--- src/ubc_pkg.sv ---
// Purpose: shared constants of the two-channel user break comparator
// Assumes: bus-cycle select word laid out as below
// Notes: trigger widths are counted in core clock cycles
package ubc_pkg;
  // bus-cycle select field positions
  localparam int BBR_SZ_LSB = 0;
  localparam int BBR_RW_LSB = 2;
  localparam int BBR_ID_LSB = 4;
  localparam int BBR_CD_LSB = 6;
  localparam int BBR_DATA_EN = 12;
  localparam int BBR_SUPPRESS = 13;
  // bit inside a two-bit select pair
  localparam int SEL_FIRST = 0;
  localparam int SEL_SECOND = 1;
  // bus select codes
  localparam logic [1:0] BUS_NONE = 2'h0;
  localparam logic [1:0] BUS_C = 2'h1;
  localparam logic [1:0] BUS_I = 2'h2;
  localparam logic [1:0] BUS_BOTH = 2'h3;
  // operand size codes
  localparam logic [1:0] SZ_ANY = 2'h0;
  localparam logic [1:0] SZ_BYTE = 2'h1;
  localparam logic [1:0] SZ_WORD = 2'h2;
  localparam logic [1:0] SZ_LONG = 2'h3;
  // match flag positions
  localparam int FLG_C0 = 0;
  localparam int FLG_C1 = 1;
  localparam int FLG_I0 = 2;
  localparam int FLG_I1 = 3;
  // reset values
  localparam logic [3:0] FLAGS_RST = 4'h0;
  localparam logic [31:0] ADDR_RST = 32'h0000_0000;
  localparam logic [3:0] CNT_RST = 4'h0;
  // trigger pulse lengths per width code
  localparam logic [3:0] TRIG_LEN_0 = 4'h1;
  localparam logic [3:0] TRIG_LEN_1 = 4'h2;
  localparam logic [3:0] TRIG_LEN_2 = 4'h4;
  localparam logic [3:0] TRIG_LEN_3 = 4'h8;
endpackage

--- src/chan_if.sv ---
// Purpose: carries settings and bus cycles to one comparator channel
// Assumes: one instance per channel
// Notes: hit outputs are combinational
`timescale 1ns/1ps
`default_nettype none
interface chan_if;
  logic [31:0] bar;
  logic [31:0] break_address_mask_reg;
  logic [31:0] break_data_reg;
  logic [31:0] break_data_mask_reg;
  logic [15:0] bus_cycle_select_reg;
  logic f_valid;
  logic [31:0] f_addr;
  logic c_valid;
  logic [31:0] c_addr;
  logic [31:0] c_data;
  logic c_write;
  logic [1:0] c_size;
  logic c_prefetch_instruction;
  logic i_valid;
  logic [31:0] i_addr;
  logic [31:0] i_data;
  logic i_write;
  logic [1:0] i_size;
  logic f_hit;
  logic c_hit;
  logic i_hit;
  modport cmp(
    input bar, break_address_mask_reg, break_data_reg, break_data_mask_reg, bus_cycle_select_reg, f_valid, f_addr,
    input c_valid, c_addr, c_data, c_write, c_size, c_prefetch_instruction,
    input i_valid, i_addr, i_data, i_write, i_size,
    output f_hit, c_hit, i_hit
  );
  modport ctl(
    output bar, break_address_mask_reg, break_data_reg, break_data_mask_reg, bus_cycle_select_reg, f_valid, f_addr,
    output c_valid, c_addr, c_data, c_write, c_size, c_prefetch_instruction,
    output i_valid, i_addr, i_data, i_write, i_size,
    input f_hit, c_hit, i_hit
  );
endinterface
`default_nettype wire

--- src/break_channel.sv ---
// Purpose: address, data and bus-cycle comparison of one channel
// Assumes: cycle strobes are single-cycle and confirmed
// Notes: purely combinational
`timescale 1ns/1ps
`default_nettype none
module break_channel (
  // settings and cycles in, hits out
  chan_if.cmp ch
);
  logic [1:0] cd;
  logic [1:0] id;
  logic [1:0] rw;
  logic [1:0] sz;
  logic den;
  logic cfg_ok;

  // masked compare: a one in the mask drops the bit
  function automatic logic masked_eq(input logic [31:0] a,
                                     input logic [31:0] b,
                                     input logic [31:0] m);
    return ((a ^ b) & ~m) == 32'h0000_0000;
  endfunction

  // one data-access cycle against this channel
  function automatic logic access_hit(input logic v,
                                      input logic [31:0] a,
                                      input logic [31:0] d,
                                      input logic w,
                                      input logic [1:0] s,
                                      input logic nodata);
    logic [31:0] ign;
    logic rw_ok;
    logic sz_ok;
    logic d_ok;
    ign = ch.break_address_mask_reg;
    if (s == ubc_pkg::SZ_LONG) begin
      ign[1:0] = 2'h3;
    end else if (s == ubc_pkg::SZ_WORD) begin
      ign[0] = 1'b1;
    end
    rw_ok = w ? rw[ubc_pkg::SEL_SECOND] : rw[ubc_pkg::SEL_FIRST];
    sz_ok = (sz == ubc_pkg::SZ_ANY && !den) || (sz == s);
    d_ok = !den || (!nodata && masked_eq(d, ch.break_data_reg, ch.break_data_mask_reg));
    return v && rw_ok && sz_ok && d_ok && masked_eq(a, ch.bar, ign);
  endfunction

  always_comb begin
    cd = ch.bus_cycle_select_reg[ubc_pkg::BBR_CD_LSB +: 2];
    id = ch.bus_cycle_select_reg[ubc_pkg::BBR_ID_LSB +: 2];
    rw = ch.bus_cycle_select_reg[ubc_pkg::BBR_RW_LSB +: 2];
    sz = ch.bus_cycle_select_reg[ubc_pkg::BBR_SZ_LSB +: 2];
    den = ch.bus_cycle_select_reg[ubc_pkg::BBR_DATA_EN];
    // bus, id or rw pair at 00 or both buses: never
    cfg_ok = (cd != ubc_pkg::BUS_NONE) && (id != 2'h0) && (rw != 2'h0)
             && (cd != ubc_pkg::BUS_BOTH);
    // fetch: c bus, read, not byte, lsb clear, data ignored
    ch.f_hit = cfg_ok && (cd == ubc_pkg::BUS_C)
               && id[ubc_pkg::SEL_FIRST] && rw[ubc_pkg::SEL_FIRST]
               && (sz != ubc_pkg::SZ_BYTE)
               && !ch.bar[0]
               && ch.f_valid
               && masked_eq(ch.f_addr, ch.bar, ch.break_address_mask_reg);
    // prefetch counts as a longword read without data
    ch.c_hit = cfg_ok && (cd == ubc_pkg::BUS_C) && id[ubc_pkg::SEL_SECOND]
               && access_hit(ch.c_valid, ch.c_addr, ch.c_data,
                             ch.c_write && !ch.c_prefetch_instruction,
                             ch.c_prefetch_instruction ? ubc_pkg::SZ_LONG : ch.c_size,
                             ch.c_prefetch_instruction);
    ch.i_hit = cfg_ok && (cd == ubc_pkg::BUS_I) && id[ubc_pkg::SEL_SECOND]
               && access_hit(ch.i_valid, ch.i_addr, ch.i_data,
                             ch.i_write, ch.i_size, 1'b0);
  end
endmodule // break_channel
`default_nettype wire

--- src/user_break_unit.sv ---
// Purpose: two-channel user break unit with request and trigger output
// Assumes: core reports confirmed instructions, branch targets, accesses
// Notes: settings are plain ports; flags cleared by a write strobe
//
// Overview of operation
// - c bus fetch read settings of any size but byte compare fetch addresses
// - per-channel select picks break before or after execution
// - fetch break with address lsb set never fires
// - only instructions confirmed to execute can break
// - delay slot matches and post-execution delayed branch matches wait for branch target
// - post-execution break fires before the next instruction executes
// - break data is ignored for instruction fetch channels
// - i bus with instruction fetch gives no break
// - c bus compares executed accesses, i bus its access cycles
// - longword ignores two low address bits, word one, byte none
// - data condition needs a size and both address and data match
// - prefetch is a longword read without data, never data-matches
// - pre-execution saves matched address, delay slot saves target
// - post-execution saves next address, or target for branch pairs
// - data breaks return some instructions after the access
// - a channel watches either c bus or i bus, never both
// - a higher-priority exception at the same instruction drops it
// - module standby gives no breaks; software leaves settings alone
// - pre-execution break on lower halfword acts as post-execution
// - a match requests once unless its suppress bit is set, sets its flag, pulses the trigger
// - a bus, id or rw select pair at 00 disables the channel
// - writing 0 clears a match flag, writing 1 keeps it
// - simultaneous channel matches give one request, both flags
`timescale 1ns/1ps
`default_nettype none
module user_break_unit (
  // clock and reset
  input wire logic clk,
  input wire logic nrst,

  // channel 0 settings
  input wire logic [31:0] ch0_break_address,
  input wire logic [31:0] ch0_break_address_mask_reg,
  input wire logic [31:0] ch0_break_data_reg,
  input wire logic [31:0] ch0_break_data_mask_reg,
  input wire logic [15:0] ch0_bus_cycle_select_reg,

  // channel 1 settings
  input wire logic [31:0] ch1_break_address,
  input wire logic [31:0] ch1_break_address_mask_reg,
  input wire logic [31:0] ch1_break_data_reg,
  input wire logic [31:0] ch1_break_data_mask_reg,
  input wire logic [15:0] ch1_bus_cycle_select_reg,

  // break control settings
  input wire logic ch0_post_exec_select,
  input wire logic ch1_post_exec_select,
  input wire logic [1:0] trigger_pulse_width,
  input wire logic module_standby,

  // match flag clear strobe
  input wire logic flag_write,
  input wire logic [3:0] flag_write_data,

  // confirmed instruction stream
  input wire logic exec_valid,
  input wire logic [31:0] exec_addr,
  input wire logic exec_delay_slot,
  input wire logic exec_delayed_branch,
  input wire logic exec_lower_half,
  input wire logic target_valid,
  input wire logic [31:0] target_addr,
  input wire logic higher_exception,

  // c bus data access
  input wire logic cbus_valid,
  input wire logic [31:0] cbus_addr,
  input wire logic [31:0] cbus_data,
  input wire logic cbus_write,
  input wire logic [1:0] cbus_size,
  input wire logic prefetch_instruction,

  // i bus data access
  input wire logic ibus_valid,
  input wire logic [31:0] ibus_addr,
  input wire logic [31:0] ibus_data,
  input wire logic ibus_write,
  input wire logic [1:0] ibus_size,

  // results
  output logic break_request,
  output logic [31:0] break_return_addr,
  output logic break_trigger_out_n,
  output logic [1:0] cbus_match_flag,
  output logic [1:0] ibus_match_flag
);

  typedef struct packed {
    logic [3:0] flags;
    logic req;
    logic trig_n;
    logic [3:0] trig_cnt;
    logic pend_next;
    logic pend_tgt;
    logic [1:0] pend_ch;
    logic [31:0] ret_addr;
  } state_t;

  state_t s_q;
  state_t s_d;

  logic [1:0] post_sel;
  logic [1:0] suppress;

  logic [1:0] f_hit;
  logic [1:0] c_hit;
  logic [1:0] i_hit;

  logic [1:0] pre_hit;
  logic [1:0] post_hit;

  logic [1:0] now_ch;
  logic [1:0] tgt_ch;
  logic [1:0] next_ch;
  logic [1:0] fire_ch;
  logic [31:0] fire_addr;
  logic fire;

  logic [3:0] set_flags;
  logic [3:0] clr_flags;

  chan_if cb0 ();
  chan_if cb1 ();

  // trigger length per width code
  function automatic logic [3:0] trig_len(input logic [1:0] code);
    logic [3:0] len;
    len = ubc_pkg::TRIG_LEN_0;
    if (code == 2'h1) begin
      len = ubc_pkg::TRIG_LEN_1;
    end else if (code == 2'h2) begin
      len = ubc_pkg::TRIG_LEN_2;
    end else if (code == 2'h3) begin
      len = ubc_pkg::TRIG_LEN_3;
    end
    return len;
  endfunction

  // channel 0 settings and cycles
  assign cb0.bar = ch0_break_address;
  assign cb0.break_address_mask_reg = ch0_break_address_mask_reg;

  assign cb0.break_data_reg = ch0_break_data_reg;
  assign cb0.break_data_mask_reg = ch0_break_data_mask_reg;

  assign cb0.bus_cycle_select_reg = ch0_bus_cycle_select_reg;

  assign cb0.f_valid = exec_valid && !module_standby;
  assign cb0.f_addr = exec_addr;

  assign cb0.c_valid = cbus_valid && !module_standby;
  assign cb0.c_addr = cbus_addr;
  assign cb0.c_data = cbus_data;
  assign cb0.c_write = cbus_write;
  assign cb0.c_size = cbus_size;
  assign cb0.c_prefetch_instruction = prefetch_instruction;

  assign cb0.i_valid = ibus_valid && !module_standby;
  assign cb0.i_addr = ibus_addr;
  assign cb0.i_data = ibus_data;
  assign cb0.i_write = ibus_write;
  assign cb0.i_size = ibus_size;

  // channel 1 settings and cycles
  assign cb1.bar = ch1_break_address;
  assign cb1.break_address_mask_reg = ch1_break_address_mask_reg;

  assign cb1.break_data_reg = ch1_break_data_reg;
  assign cb1.break_data_mask_reg = ch1_break_data_mask_reg;

  assign cb1.bus_cycle_select_reg = ch1_bus_cycle_select_reg;

  assign cb1.f_valid = exec_valid && !module_standby;
  assign cb1.f_addr = exec_addr;

  assign cb1.c_valid = cbus_valid && !module_standby;
  assign cb1.c_addr = cbus_addr;
  assign cb1.c_data = cbus_data;
  assign cb1.c_write = cbus_write;
  assign cb1.c_size = cbus_size;
  assign cb1.c_prefetch_instruction = prefetch_instruction;

  assign cb1.i_valid = ibus_valid && !module_standby;
  assign cb1.i_addr = ibus_addr;
  assign cb1.i_data = ibus_data;
  assign cb1.i_write = ibus_write;
  assign cb1.i_size = ibus_size;

  break_channel u_ch0 (
    .ch(cb0.cmp)
  );

  break_channel u_ch1 (
    .ch(cb1.cmp)
  );

  always_comb begin
    post_sel = {ch1_post_exec_select, ch0_post_exec_select};
    suppress = {ch1_bus_cycle_select_reg[ubc_pkg::BBR_SUPPRESS],
                ch0_bus_cycle_select_reg[ubc_pkg::BBR_SUPPRESS]};

    f_hit = {cb1.f_hit, cb0.f_hit};
    c_hit = {cb1.c_hit, cb0.c_hit};
    i_hit = {cb1.i_hit, cb0.i_hit};

    // lower halfword of a long instruction breaks after execution
    pre_hit = f_hit & ~post_sel & {2{!exec_lower_half}};
    post_hit = f_hit & (post_sel | {2{exec_lower_half}});
  end

  always_comb begin
    s_d = s_q;
    s_d.req = 1'b0;
    now_ch = 2'h0;
    tgt_ch = 2'h0;
    next_ch = 2'h0;
    fire_ch = 2'h0;
    fire_addr = s_q.ret_addr;
    fire = 1'b0;

    // sort new matches by when they must be taken
    if (exec_delay_slot) begin
      tgt_ch = pre_hit;
    end else begin
      now_ch = pre_hit;
    end

    if (exec_delay_slot || exec_delayed_branch) begin
      tgt_ch = tgt_ch | post_hit;
    end else begin
      next_ch = post_hit;
    end

    next_ch = next_ch | c_hit | i_hit;

    // release earlier pending matches
    if (s_q.pend_tgt && target_valid) begin
      fire = 1'b1;
      fire_ch = s_q.pend_ch;
      fire_addr = target_addr;
      s_d.pend_tgt = 1'b0;
      s_d.pend_ch = 2'h0;
    end else if (s_q.pend_next && exec_valid) begin
      fire = 1'b1;
      fire_ch = s_q.pend_ch;
      fire_addr = exec_addr;
      s_d.pend_next = 1'b0;
      s_d.pend_ch = 2'h0;
    end

    // a pre-execution hit fires at once with its own address
    if (now_ch != 2'h0) begin
      fire = 1'b1;
      fire_ch = fire_ch | now_ch;
      fire_addr = exec_addr;
    end

    // park new deferred matches; a target wait wins over next
    if (tgt_ch != 2'h0) begin
      s_d.pend_tgt = 1'b1;
      s_d.pend_next = 1'b0;
      s_d.pend_ch = s_d.pend_ch | tgt_ch;
    end else if (next_ch != 2'h0 && !s_d.pend_tgt) begin
      s_d.pend_next = 1'b1;
      s_d.pend_ch = s_d.pend_ch | next_ch;
    end else if (next_ch != 2'h0) begin
      s_d.pend_ch = s_d.pend_ch | next_ch;
    end

    // standby stops any release
    if (module_standby) begin
      fire = 1'b0;
    end

    // one request for all firing channels unless suppressed
    if (fire && !higher_exception) begin
      s_d.req = |(fire_ch & ~suppress);
      s_d.ret_addr = fire_addr;
    end

    if (fire && higher_exception) begin
      s_d.req = 1'b0;
    end

    // trigger pulse for the programmed width
    if (fire) begin
      s_d.trig_cnt = trig_len(trigger_pulse_width);
      s_d.trig_n = 1'b0;
    end else if (s_q.trig_cnt > 4'h1) begin
      s_d.trig_cnt = s_q.trig_cnt - 4'h1;
    end else begin
      s_d.trig_cnt = ubc_pkg::CNT_RST;
      s_d.trig_n = 1'b1;
    end

    // standby drops everything pending and holds the request low
    if (module_standby) begin
      s_d.pend_tgt = 1'b0;
      s_d.pend_next = 1'b0;
      s_d.pend_ch = 2'h0;
      s_d.req = 1'b0;
    end

    // flags set at match time; a set beats a same-cycle clear
    set_flags = 4'h0;
    set_flags[ubc_pkg::FLG_C0] = f_hit[0] || c_hit[0];
    set_flags[ubc_pkg::FLG_C1] = f_hit[1] || c_hit[1];
    set_flags[ubc_pkg::FLG_I0] = i_hit[0];
    set_flags[ubc_pkg::FLG_I1] = i_hit[1];

    clr_flags = flag_write ? ~flag_write_data : 4'h0;
    s_d.flags = (s_q.flags & ~clr_flags) | set_flags;
  end

  always_ff @(posedge clk or negedge nrst) begin
    if (!nrst) begin
      s_q.flags <= ubc_pkg::FLAGS_RST;
      s_q.req <= 1'b0;
      s_q.trig_n <= 1'b1;
      s_q.trig_cnt <= ubc_pkg::CNT_RST;
      s_q.pend_next <= 1'b0;
      s_q.pend_tgt <= 1'b0;
      s_q.pend_ch <= 2'h0;
      s_q.ret_addr <= ubc_pkg::ADDR_RST;
    end else begin
      s_q <= s_d;
    end
  end

  // outputs straight from the state register
  assign break_request = s_q.req;
  assign break_return_addr = s_q.ret_addr;
  assign break_trigger_out_n = s_q.trig_n;

  assign cbus_match_flag = {s_q.flags[ubc_pkg::FLG_C1],
                            s_q.flags[ubc_pkg::FLG_C0]};
  assign ibus_match_flag = {s_q.flags[ubc_pkg::FLG_I1],
                            s_q.flags[ubc_pkg::FLG_I0]};
endmodule // user_break_unit
`default_nettype wire

--- config.mk ---
export PLATFORM = sky130hd
export DESIGN_NAME = user_break_unit
export DESIGN_NICKNAME = d
export VERILOG_FILES = /design/src/ubc_pkg.sv /design/src/chan_if.sv /design/src/break_channel.sv /design/src/user_break_unit.sv
export SDC_FILE = /design/constraint.sdc
export NUM_CORES = 1
export LEC_CHECK = 0
export BUFFER_PORTS_ARGS = -buffer_cell sky130_fd_sc_hd__buf_2
export CORE_AREA = 2 2 214 216
export DETAILED_ROUTE_END_ITERATION = 10
export DIE_AREA = 0 0 216 218
export PLACE_DENSITY = 0.5
export SYNTH_ARGS = -nofsm -noshare
export SYNTH_HDL_FRONTEND = slang
export SYNTH_HIERARCHICAL = 1
export SYNTH_SLANG_ARGS = --single-unit
export TNS_END_PERCENT = 10
--- constraint.sdc ---
create_clock -name clk -period 1.4 [get_ports clk]
set_input_delay 0.28 -clock clk [delete_from_list [all_inputs] [get_ports clk]]
set_output_delay 0.28 -clock clk [all_outputs]
set_load 0.01 [all_outputs]
==> results.md <==
- Average cell area after synthesis: 8.43 sq um
- Clk Tree Root Cell: clkbuf_16
- Tightest Pin Transition: 0.497 ns
- Vias/cell: 4.57
- Fin nets: 2211
- Final core utilization: 31.3%
- Synth Cell Area: 7600 sq um
- RR Startpoint: s_q[34]
- Core ar.: 44900 sq um
- Sequential area share after synthesis: 15.2%
- Final Non-Filler Cells: 2314
- Synth warnings: 6
- Hpwl dp: 54800 microns
- Antenna Nets Post-Route: 0
- VDD IR max: 0.406 mV
- Number of max-cap violations: 0
- Num CTS Buffers: 5
- Max clock buf depth: 2
- Yosys cell types: 52
- Gpl congestion: 1.01
- Critical path required time: 1.60 ns
- Final Hold Fails: 0
- Worst reg2reg path depth: 4
- Layout cells sized above 1: 57.3%
- Async SR Flop Fraction: 100%
- Primary FF master, synth: dfrtp_1
- Final period util: 194%
- Htree depth: 2
- FF-to-FF End: break_return_addr[29]
- Total Wirelength: 60300 microns
- Reg-to-reg slack, setup: -0.37 ns
- Die Area: 47100 sq um
- Leak: 6.47 nW
- Minimum clock period: 2.72 ns
- Max incr delay on CP: 0.30 ns
- RSZ-0062 raised after global routing: true
- Row count: 78
- Synth Register Bits: 46
- Worst Setup Path Type: in -> reg
- Setup_tns: -54.70 ns
- Synth-to-layout area growth: 85.0%
- Via count: 10569
- Failing checks: setup timing
- Ports: 545
- Startpoint Class: input port
- Max-slew headroom: 66.5%
- Post-synth net total: 1410
- Violation count after the first detailed-routing iteration: 434
- Chip width: 216 microns
- GRT Total Usage: 24.5%
- Die Span Y: 218 microns
- Worst-path cell with the longest stage delay: mux2_4
- Skew final: 0.00233 ns
- Residual DRC count: 0
- Crit end category: register
- Largest area contributor in the netlist: xnor2_1
- CP Data Arrival Time: 2.92 ns
- Area share of the largest cell type after synthesis: 36.7%
- DP Area: 13000 sq um
- CTS tree: built
- Clk Latency, worst-skew pair: 0.31 ns
- Initial Utilization: 16.9%
- Vias in the first global route: 11430
- Worst-path clk slew: 0.07 ns
- Slew Viols, Final: 0
- First-pass GRT wire length: 81000 microns
- Power per Cell Area: 519 nW/um^2
- CP Cell Sequence: buf_8 > buf_6 > nand4b_1 > a21oi_2 > o21ai_2 > nor3_2 > nand4_1 > nor4_4 > buf_4 > nor2b_4 > o21a_4 > o21ai_4 > clkbuf_16 > mux2_4
- Gate count of the mapped netlist: 901
- PortBufs: 532
- DR WL/cell: 26.1 microns
- Initial antenna violation count: 29
- Hold worst-path end: break_request
- Clock sink count: 46
- Dpl cells: 2282
- Final Setup Violations: 46
- Total gr overflow: 0
- Pre-antenna DRT Iters: 5
- Top cells by area, synth: xnor2_1 (37%), dfrtp_1 (15%), o22ai_1 (13%)
- Worst Hold Class: in -> reg
- Fin area: 14100 sq um
- Hold depth: 3
- Fillers: 4918
- Number of enable flip-flop cells after synthesis: 0
- Final worst slack: -1.32 ns
- Max Fanout on Critical Path: 12
- Worst hold start: ch1_bus_cycle_select_reg[13]
- Status: finished, violations left
- Max Clk Rate: 367 MHz
- Largest net degree at the start of global routing: 47
per-layer routing:
metal  global-route usage, %  share of wire (%)  vias to the layer above  wire length (microns)
met2                    47.3                 52                      503                  31500
met3                    5.05                6.4                      102                   3880
met1                    26.0                 37                     5056                  22500
met4                    8.81                3.9                       18                   2370
met5                       0               0.19                        -                    117
li1                        -                  -                     4890                      -
layout by cell type (no fill, tap or decap), types with 9 or more instances in the layout:
cell type and instances:
buf_2 516, buf_4 297, xnor2_1 294, o22ai_1 150, nand2_1 77, dfrtp_1 45, nor2_1 31, mux2_4 29
xnor2_2 22, buf_6 18, o22a_1 13, nor3_1 12, diode_2 11, o221ai_1 10, o22ai_2 9, nand2b_1 9
a21oi_1 9, nor4_1 9
stage by stage:
step                setup WS (ns)  power, mW  hold slack, ns
global route                -1.34       7.65           0.242
detailed placement          -2.61       5.71           0.295
floorplan                   -1.05       3.04         -0.0156
global placement            -2.53       5.68           0.293
finish                      -1.32       7.29           0.239
CTS                         -1.26       7.29           0.229
how the worst max path moves through the flow:
stage / slack (ns) / to / depth (start not counted) / start
finish: -1.32 / break_return_addr[13] / 14 / ch1_break_address[0]
global route: -1.34 / break_return_addr[9] / 14 / ch0_break_address[0]
CTS: -1.26 / break_return_addr[27] / 14 / ch1_break_address[0]
detailed placement: -2.61 / s_q[35] / 13 / module_standby
global placement: -2.53 / s_q[35] / 13 / module_standby
floorplan: -1.05 / break_return_addr[0] / 14 / module_standby
final cells by class:
type	count	area (sq um)	share of cell area, %
multi-input cells	796	6610	47.0
repair buffers	848	5350	38.0
flip-flops and latches	46	1150	8.20
well taps	600	751	5.34
clock buffers	7	143	1.01
diodes	11	27.5	0.196
inverters	5	18.8	0.134
clock inverters	1	8.76	0.0623
kinds of logic after synthesis:
group	share of synthesized area [%]
XOR/XNOR	37.5
AO/OA/AOI/OAI	21.0
AND/OR/NAND/NOR	12.4
buffers and inverters	5.68
flip-flops	15.2
multiplexers	8.01
adder cells (fa/ha/maj)	0.329
critical path, delay by kind of cell:
family / cells / cell delay, ns
and+or+nand+nor: 5 / 1.01
AOI/OAI and AO/OA: 4 / 0.73
buffers and inverters: 4 / 0.59
muxes: 1 / 0.30
power by group:
group / switching (mW) / leakage [nW] / internal, mW / total (mW)
clock: 0.602 / 0.0746 / 0.721 / 1.32
sequential: 0.0430 / 0.634 / 1.38 / 1.43
combinational: 2.20 / 5.76 / 2.34 / 4.54
total: 2.84 / 6.47 / 4.45 / 7.29
flip-flops by register name, summed over array words and instances (netlist names):
name	flops
cbus_match_flag	2
break_return_addr	32
s_q	8
break_request	1
ibus_match_flag	2
break_trigger_out_n	1
cell usage after synthesis (all sizes together) (12+ instances only):
cell   count
dfrtp     45
a21oi     12
o22a      13
buf       47
o21ai     12
nand2     77
o22ai    162
nor4      22
mux2      35
xnor2    318
nor3      18
nor2      33
what timing repair did:
action                     CTS  global route
hold buffers                 1             0
gates cloned                 1             3
pin swaps                   58             6
setup endpoints to repair   46            46
resized for setup          118            17
buffers inserted             5             3
hold endpoints to repair    45             0
(Power assumes the default switching activity.)
